**src/inc/sdb_pkg.sv**
```systemverilog
package sdb_pkg;

  // ----------------------------------------
  // widths and reset values
  // ----------------------------------------
  localparam int unsigned CNT_W = 8;
  localparam logic [7:0] CNT_RST = 8'h04;
  localparam int unsigned STEP_W = 4;
  // staged sequence: last step_cnt value; reset, clock, data and supply steps come STAGE_TICKS + 1 ticks apart
  localparam logic [3:0] STAGE_TICKS = 4'h1;

  typedef enum logic [2:0] {
    SDB_IDLE,
    SDB_INSTANT,
    SDB_ST_RST,
    SDB_ST_CLK,
    SDB_ST_DATA,
    SDB_ST_VCC,
    SDB_DONE
  } sdb_state_type;

  // slot line controls; supply_en powers the slot, the other three bits park its lines
  typedef struct packed {
    logic supply_en;
    logic rst_hold_low;
    logic clk_stop;
    logic data_low;
  } sdb_slot_type;

  // slot two line patterns: powered and free, and fully shut down
  localparam sdb_slot_type SLOT_ON = 4'h8;
  localparam sdb_slot_type SLOT_OFF = 4'h7;

  typedef struct packed {
    logic [1:0] pin_sync;
    logic [7:0] debounce_counter;
    logic shutdown_request_qualified;
    sdb_state_type state;
    logic [3:0] step_cnt;
    sdb_slot_type slot2;
    logic busy;
  } sdb_regs_type;

endpackage

```
**src/logic/sdb_shutdown_debounce.sv**
```systemverilog
module sdb_shutdown_debounce #(
  parameter int unsigned CNT_W = sdb_pkg::CNT_W
) (
  // clock and reset
  input wire logic mclk_i,
  input wire logic rst_n_i,
  // timing clock enable, one pulse per low-frequency tick
  input wire logic tick_i,
  // pin and configuration
  input wire logic shutdown_request_pin_i,
  input wire logic detect_level_i,
  input wire logic [7:0] debounce_count_i,
  // slot two status
  input wire logic slot2_powered_i,
  input wire logic slot2_active_i,
  input wire logic host_card_clock_running_i,
  // results
  output logic shutdown_request_qualified_o,
  output logic slot2_shutdown_busy_o,
  output sdb_pkg::sdb_slot_type slot2_ctrl_o
);

  // ----------------------------------------
  // elaboration checks
  // ----------------------------------------
  // the counter field of the state struct is fixed at eight bits
  if (CNT_W != 8) begin : g_cnt_w_chk
    $error("sdb: counter width must be 8");
  end

  // stage pacing counter is four bits in the state struct
  if (sdb_pkg::STEP_W != 4) begin : g_step_w_chk
    $error("sdb: step counter width must be 4");
  end

  // ----------------------------------------
  // state and helpers
  // ----------------------------------------
  sdb_pkg::sdb_regs_type s_r;
  sdb_pkg::sdb_regs_type s_nxt;
  logic pin_active;
  logic stage_adv;
  logic qual_rise;
  logic stage_req;

  // ----------------------------------------
  // next state
  // ----------------------------------------
  always_comb begin
    s_nxt = s_r;
    pin_active = 1'b0;
    stage_adv = 1'b0;
    qual_rise = 1'b0;
    stage_req = 1'b0;

    // ----------------------------------------
    // pin synchroniser and debounce
    // ----------------------------------------
    // second flop is the only reader of the first
    s_nxt.pin_sync = {s_r.pin_sync[0], shutdown_request_pin_i};

    // level setting read live; a change mid-debounce just retargets
    pin_active = (s_r.pin_sync[1] == detect_level_i);

    if (tick_i) begin
      if (!pin_active) begin
        // no latch-up: qualified follows the pin back once it leaves
        s_nxt.debounce_counter = debounce_count_i;
        s_nxt.shutdown_request_qualified = 1'b0;
      end else if (s_r.debounce_counter > 8'h01) begin
        s_nxt.debounce_counter = s_r.debounce_counter - 8'h01;
      end else begin
        // counts of 0 and 1 both qualify on the first active tick
        s_nxt.debounce_counter = 8'h00;
        s_nxt.shutdown_request_qualified = 1'b1;
      end
    end

    // ----------------------------------------
    // stage pacing
    // ----------------------------------------
    stage_adv = tick_i && (s_r.step_cnt == sdb_pkg::STAGE_TICKS);

    if (tick_i) begin
      if (stage_adv) begin
        s_nxt.step_cnt = 4'h0;
      end else begin
        s_nxt.step_cnt = s_r.step_cnt + 4'h1;
      end
    end

    // ----------------------------------------
    // slot two sequence
    // ----------------------------------------
    qual_rise = s_nxt.shutdown_request_qualified && !s_r.shutdown_request_qualified;

    // staged only for a card that is talking with its clock running
    stage_req = slot2_active_i && host_card_clock_running_i;

    // slot one has no path here at all
    case (s_r.state)
      sdb_pkg::SDB_IDLE: begin
        s_nxt.busy = 1'b0;
        // rising of qualified with slot two powered starts one sequence, no host command needed
        if (qual_rise && slot2_powered_i) begin
          s_nxt.busy = 1'b1;
          s_nxt.step_cnt = 4'h0;
          if (stage_req) begin
            s_nxt.state = sdb_pkg::SDB_ST_RST;
          end else begin
            s_nxt.state = sdb_pkg::SDB_INSTANT;
          end
        end
      end

      sdb_pkg::SDB_INSTANT: begin
        // all lines low and supply off together
        s_nxt.slot2 = sdb_pkg::SLOT_OFF;
        s_nxt.state = sdb_pkg::SDB_DONE;
      end

      sdb_pkg::SDB_ST_RST: begin
        // reset first so the card sees no clock edges unreset
        s_nxt.slot2.rst_hold_low = 1'b1;
        if (stage_adv) begin
          s_nxt.state = sdb_pkg::SDB_ST_CLK;
        end
      end

      sdb_pkg::SDB_ST_CLK: begin
        s_nxt.slot2.clk_stop = 1'b1;
        if (stage_adv) begin
          s_nxt.state = sdb_pkg::SDB_ST_DATA;
        end
      end

      sdb_pkg::SDB_ST_DATA: begin
        s_nxt.slot2.data_low = 1'b1;
        if (stage_adv) begin
          s_nxt.state = sdb_pkg::SDB_ST_VCC;
        end
      end

      sdb_pkg::SDB_ST_VCC: begin
        // supply last, once every line is already parked low
        s_nxt.slot2.supply_en = 1'b0;
        s_nxt.state = sdb_pkg::SDB_DONE;
      end

      sdb_pkg::SDB_DONE: begin
        // pin release does not abort; rearm once qualified drops
        s_nxt.busy = 1'b0;
        if (!s_r.shutdown_request_qualified) begin
          s_nxt.state = sdb_pkg::SDB_IDLE;
          s_nxt.slot2 = sdb_pkg::SLOT_ON;
        end
      end

      default: begin
        s_nxt.state = sdb_pkg::SDB_IDLE;
      end
    endcase
  end

  // ----------------------------------------
  // registers
  // ----------------------------------------
  always_ff @(posedge mclk_i) begin
    if (!rst_n_i) begin
      s_r <= '{pin_sync: 2'b00,
               debounce_counter: sdb_pkg::CNT_RST,
               shutdown_request_qualified: 1'b0,
               state: sdb_pkg::SDB_IDLE,
               step_cnt: 4'h0,
               slot2: sdb_pkg::SLOT_ON,
               busy: 1'b0};
    end else begin
      s_r <= s_nxt;
    end
  end

  // ----------------------------------------
  // outputs, all straight from flops
  // ----------------------------------------
  assign shutdown_request_qualified_o = s_r.shutdown_request_qualified;
  assign slot2_shutdown_busy_o = s_r.busy;
  assign slot2_ctrl_o = s_r.slot2;

endmodule

```
**config.mk**
```make
export PLATFORM = sky130hd
export DESIGN_NAME = sdb_shutdown_debounce
export DESIGN_NICKNAME = d
export VERILOG_FILES = /design/src/inc/sdb_pkg.sv /design/src/logic/sdb_shutdown_debounce.sv
export SDC_FILE = /design/constraint.sdc
export NUM_CORES = 1
export LEC_CHECK = 0
export CORE_ASPECT_RATIO = 1.1
export CORE_UTILIZATION = 40
export DETAILED_ROUTE_END_ITERATION = 12
export DONT_BUFFER_PORTS = 1
export SLEW_MARGIN = 15
export SYNTH_ARGS = -nofsm -noshare
export SYNTH_HDL_FRONTEND = slang
export SYNTH_SLANG_ARGS = --single-unit
export TNS_END_PERCENT = 100
```
**constraint.sdc**
```tcl
create_clock -name mclk_i -period 2.3 [get_ports mclk_i]
set_clock_uncertainty 0.05 [all_clocks]
set_input_delay 0.46 -clock mclk_i [delete_from_list [all_inputs] [get_ports mclk_i]]
set_output_delay 0.46 -clock mclk_i [all_outputs]
set_load 0.02 [all_outputs]
```
==> results.yml, run 1 <==
setup_path:
  critPathLaunchType: "flip-flop"
  crit_type: "reg2reg"
  r2r_slack_ns: 0.40
  startpoint: "s_r[13]$_SDFFE_PN0P_"
  path_cells: "inv_1, ha_1, nor2_1, and4bb_1, and4_4, a21o_1, nor3_1"
  cp.depth: 7
  crit_arrival_ns: 2.09
  path_buf_inv: 1
  r2r_end: "s_r[7]$_SDFF_PN0_"
  rr_startpoint: "s_r[13]$_SDFFE_PN0P_"
  critPathMaxFanout: 6
  ff2ff_path_depth: 7
  cpLargestDelayFamily: "simple AND/OR/NAND/NOR gates"
  critPathCaptureType: "flip-flop"
  cpMaxStageDelayCell: "dfxtp_1"
  setup.worst_path.end: "s_r[7]$_SDFF_PN0_"
  slowest_delay_ns: 0.44
  required_ns: 2.49
global_routing:
  antenna_found_initial: 0
  grt_max_degree: 22
  grt_first_pass_wirelength_mm: 4.05
  grt_overflow: 0
  grt_pass1_vias: 874
  grt_usage: 0.152
floorplanning:
  die_x_um: 55.6
  rows: 21
  coreArea_um2: 3020
  die_h_um: 61.0
  start_util: 0.419
  num_io_pins: 22
  die_area_um2: 3390
layout:
  area_delta_synth_final_pct: 0.791
  drive_gt1_frac: 0.0519
  mostFrequentLayoutCells: "23 x dfxtp_1, 19 x nand2_1, 14 x nor2_1"
  num_antenna_cells: 0
  finish.utilization: 0.422
  final_common_cell: "dfxtp_1"
  layout.nets: 175
timing:
  setup_viol: 0
  slew_headroom: 0.634
  drv_slew: 0
  grt_setup_unrepaired: "false"
  fin_crit_ns: 1.90
  hold_viol: 0
  fin_crit_sh: 0.827
  fmax_ghz: 0.526
  fin_setup_tns_ns: 0
  worst_pin_slew_ns: 0.548
clock_tree:
  cts_hold_repair.buffers: 0
  cts_buffer_depth: 2
  cts_buffers: 3
  clock-sinks: 23
  clock_latency_ns: 0.31
  cts-root-buf: "clkbuf_4"
  tritoncts: "yes"
  htree_levels: 1
  cts_setup_buffers: 0
  clk_pin_slew_ns: 0.13
  cts_resized: 0
yosys:
  synth.top_cell.area_share: 0.364
  synth-compound-area-share: 0.185
  yosysTopAreaCell: "dfxtp_1"
  avgSynthCellArea_um2: 7.86
  synthXorXnorAreaFrac: 0.0415
  synth_cell_types: 37
  synth-seq-area-share: 0.364
  synth-simple-area-share: 0.291
  yosysWarningCount: 0
  netlist_area_um2: 1260
  synth_seq_cells: 23
  ys_async_sr_fraction: 0
  synthMuxAreaShare: 0.00791
  synth_area_leaders: "dfxtp_1 36%, nand2_1 5.6%, nor2_1 4.2%"
  synth-main-ff-cell: "dfxtp_1"
  synth-edff-count: 0
  synth_top_family_by_area: "simple AND/OR/NAND/NOR gates"
  netlist_instances: 161
  synth-adder-area-share: 0.0396
  syn-num-nets: 181
run:
  cap_violations: 0
place:
  gp_congestion: 0.847
  io_buffers: 0
  dp_hpwl_mm: 1.91
routing:
  dr.pass1.iters: 4
  antenna_left: 0
  wire_per_inst_um: 13.6
  vias: 1054
  drtIter0Drc: 48
  routed_wl_mm: 2.56
  drc: 0
  vias_per_cell: 5.61
worst_hold_path:
  hp-class: "in2reg"
power_and_ir_drop:
  comb_power_share: 0.308
  p_clk_frac: 0.163
  p_leak_uw: 0.000491
  p_int_uw: 711
  vdd_ir_drop_max_mv: 0.427
  pwr-share-seq: 0.529
  power_density_nw_per_um2: 920
  switching_share: 0.394
  switching_power_uw: 462
status:
  outcome: "finished clean"
==> worst min path at each step <==
stage,startpoint,endpoint,slack [ns],cells after the start
2_1_floorplan,s_nxt[22]$_SDFF_PN0_,s_r[22]$_SDFF_PN0_,0.36,1
3_3_place_gp,s_nxt[22]$_SDFF_PN0_,s_r[22]$_SDFF_PN0_,0.37,1
3_5_place_dp,s_nxt[22]$_SDFF_PN0_,s_r[22]$_SDFF_PN0_,0.38,1
4_1_cts,rst_n_i,s_r[15]$_SDFFE_PN1P_,0.16,1
5_1_grt,rst_n_i,slot2_ctrl_o[3]$_SDFFE_PN1P_,0.16,1
6_report,rst_n_i,slot2_ctrl_o[3]$_SDFFE_PN1P_,0.17,1
==> worst register-to-register path, stage by stage (launching register included) <==
cell and delay, ns:
dfxtp_1 0.44, inv_1 0.07, ha_1 0.23, nor2_1 0.14, and4bb_1 0.27, and4_4 0.22
a21o_1 0.22, nor3_1 0.19
==> final cells by class <==
cell class                 count  area, um2
tap                           34       42.5
fill                         302       1750
clock buffer                   3       22.5
sequential                    23        460
inverter                       8       30.0
clock inverter                 1       5.00
multi-input combinational    119        714
==> registers in the layout (all words and copies together) (netlist names) <==
register,flops
slot2_ctrl_o,4
s_r,16
shutdown_request_qualified_o,1
slot2_shutdown_busy_o,1
s_nxt,1
==> metal layers <==
| layer | part of all wire | track usage | vias up |
|---|---|---|---|
| met5 | 0 | 0 | - |
| met2 | 0.46 | 0.244 | 29 |
| met4 | 0.0078 | 0.0571 | 0 |
| met1 | 0.47 | 0.202 | 484 |
| met3 | 0.067 | 0.0341 | 2 |
| li1 | - | - | 539 |
==> cells in the mapped netlist, types with 5 or more instances <==
cell type,n
dfxtp_1,23
nor2_1,14
xor2_1,5
clkbuf_1,5
nand2_1,19
o21ai_0,8
and2_1,5
buf_4,5
nor3_1,10
nand3_1,5
inv_1,7
a21oi_1,8
==> power by group through the flow <==
stage          Combinational [uW]  Clock (uW)  Sequential, uW
6_report                      361         191             620
3_5_place_dp                  361           0             631
4_1_cts                       363         202             620
3_3_place_gp                  356           0             628
2_1_floorplan                 453           0             513
5_1_grt                       411         218             637
==> through the flow <==
stage                     power (uW)  hold slack [ns]  cells  cell area (um2)  worst slack [ns]
after floorplan                  966            0.362    161             1260             0.609
after global placement           983            0.370    184             1250             0.543
after detailed placement         991            0.379    184             1250             0.421
after CTS                       1180            0.163    188             1270             0.387
after global routing            1270            0.157    188             1270             0.239
final                           1170            0.173    188             1270             0.398
==> cells by family (layout without fill, tap and decap cells) <==
logic type | Yosys count | after routing
XOR/XNOR | 6 | 6
AO/OA/AOI/OAI | 37 | 37
adder cells (fa/ha/maj) | 4 | 4
multiplexers | 1 | 1
AND/OR/NAND/NOR | 71 | 71
buffers and inverters | 19 | 12
flip-flops | 23 | 23
Power figures use the tool's default switching activity.
==> run 2: changes to the inputs <==
- ABC_AREA: unset -> 1
- clock period: 2.3 -> 1.8 ns (I/O delays scaled with it)
==> results.yml, run 2 <==
place:
  dp_cells: 217
  dp_hpwl_mm: 2.03
  io_buffers: 0
  gp_congestion: 0.829
  placed_area_um2: 1320
yosys:
  yosysWarningCount: 0
  synth_seq_cells: 23
  synth.top_cell.area_share: 0.355
  netlist_instances: 187
  synth_cell_types: 26
  synthMuxAreaShare: 0
  synth_top_family_by_area: "simple AND/OR/NAND/NOR gates"
  ys_async_sr_fraction: 0
  avgSynthCellArea_um2: 6.95
  synth-main-ff-cell: "dfxtp_1"
  synthTopCellsByCount: "49 x nand2_1, 31 x inv_1, 23 x dfxtp_1"
  syn-num-nets: 207
  synth_area_leaders: "dfxtp_1 35%, nand2_1 14%, inv_1 9.0%"
  synth-seq-area-share: 0.355
  synth-compound-area-share: 0.111
  synth-adder-area-share: 0.0385
  synthXorXnorAreaFrac: 0.0539
  yosysMostFrequentCell: "nand2_1"
  yosysTopAreaCell: "dfxtp_1"
  synth-simple-area-share: 0.317
  netlist_area_um2: 1300
  synth-edff-count: 0
setup_path:
  crit_type: "reg2reg"
  critPathCaptureType: "flip-flop"
  required_ns: 1.96
  crit_arrival_ns: 1.81
  critPathLaunchType: "flip-flop"
  critPathMaxFanout: 4
  r2r_slack_ns: 0.15
timing:
  slew_headroom: 0.747
  drv_slew: 0
  holdWs_ns: 0.0782
  fin_crit_ns: 1.65
  hold_viol: 0
  grt_setup_unrepaired: "false"
  fmax_ghz: 0.606
  fin_crit_sh: 0.916
  worst_pin_slew_ns: 0.379
  setup_viol: 0
  fin_setup_tns_ns: 0
clock_tree:
  cts_buffer_depth: 2
  clock_latency_ns: 0.31
  clk_pin_slew_ns: 0.12
  cts-root-buf: "clkbuf_4"
  cts_resized: 0
  clock-sinks: 23
  cts_setup_buffers: 0
  cts_hold_repair.buffers: 0
  htree_levels: 1
  tritoncts: "yes"
  cts_buffers: 3
global_routing:
  grt_usage: 0.162
  grt_pass1_vias: 1051
  grt_first_pass_wirelength_mm: 4.40
  grt_max_degree: 13
  grt_overflow: 0
  antenna_found_initial: 0
routing:
  drtIter0Drc: 40
  wl_met3_um: 119
  met2_length_mm: 1.26
  wl_met1_mm: 1.14
  antenna_left: 0
  wire_per_inst_um: 11.6
  routed_wl_mm: 2.56
  vias_per_cell: 5.06
  vias: 1118
  top_layer: "met4"
  drc: 0
  dr.pass1.iters: 4
floorplanning:
  num_io_pins: 22
  start_util: 0.422
  die_h_um: 61.8
  coreArea_um2: 3070
  die_area_um2: 3480
  rows: 21
  die_x_um: 56.3
layout:
  stdcell_count: 221
  largest_reg_flops: 16
  num_antenna_cells: 0
  mostFrequentLayoutCells: "49 x nand2_1, 31 x inv_1, 23 x dfxtp_1"
  drive_gt1_frac: 0.107
  finish.utilization: 0.437
  postLayoutCellArea_um2: 1340
  layout.nets: 208
  final_common_cell: "nand2_1"
  largest-register: "s_r"
  area_delta_synth_final_pct: 3.47
power_and_ir_drop:
  p_leak_uw: 0.000602
  power_density_nw_per_um2: 739
  vdd_ir_drop_max_mv: 0.509
run:
  cap_violations: 0
worst_hold_path:
  hp-class: "in2reg"
status:
  outcome: "finished clean"
==> run 2: kinds of logic after synthesis <==
family	count (synthesis)
fa+ha+maj	4
simple gates	90
xor+xnor	8
buf+inv	38
compound gates	24
flops	23
==> run 2: power breakdown <==
part / switching [uW] / total (uW) / leakage [uW] / internal [uW]
Combinational: 113 / 189 / 0.000400 / 75.7
Clock: 152 / 239 / 0.0000150 / 86.5
Sequential: 28.9 / 565 / 0.000188 / 536
Total: 294 / 993 / 0.000602 / 698
==> run 2: final timing paths <==
path                                      startpoint  cells after the start                   end
worst max-delay path            s_r[13]$_SDFFE_PN0P_                     13     s_r[7]$_SDFF_PN0_
worst min-delay path                         rst_n_i                      1  s_r[15]$_SDFFE_PN1P_
worst max register to register  s_r[13]$_SDFFE_PN0P_                     13     s_r[7]$_SDFF_PN0_
worst min register to register  s_nxt[22]$_SDFF_PN0_                      2    s_r[22]$_SDFF_PN0_
==> run 2: cell type report <==
cell class	instances	area (um2)
Clock buffer	4	26.3
Fill cell	326	1730
Sequential cell	23	460
Multi-Input combinational cell	126	678
Timing Repair Buffer	2	15.0
Inverter	32	121
Tap cell	34	42.5
==> run 2: layer usage <==
metal / GRT usage / vias to the layer above
met3: 0.0311 / 4
met1: 0.184 / 513
li1: - / 577
met4: 0.0627 / 0
met2: 0.310 / 24
met5: 0 / -
==> run 2: worst max-delay path: stages, from the launching register on <==
cell	delay [ns]
dfxtp_1	0.37
inv_1	0.11
ha_2	0.21
inv_1	0.04
nand2_1	0.05
nand2_1	0.07
nor2_4	0.13
nand2_4	0.07
nand2_4	0.07
nand3_4	0.06
o21ai_1	0.12
inv_1	0.07
nand2_1	0.09
nor2_1	0.05
==> run 2: per-stage QoR <==
| step | setup slack, ns | power [uW] |
|---|---|---|
| 3_3_place_gp | 0.244 | 762 |
| 3_5_place_dp | 0.144 | 765 |
| 4_1_cts | 0.128 | 1010 |
| 2_1_floorplan | 0.311 | 730 |
| 6_report | 0.151 | 993 |
| 5_1_grt | 0.00485 | 1050 |
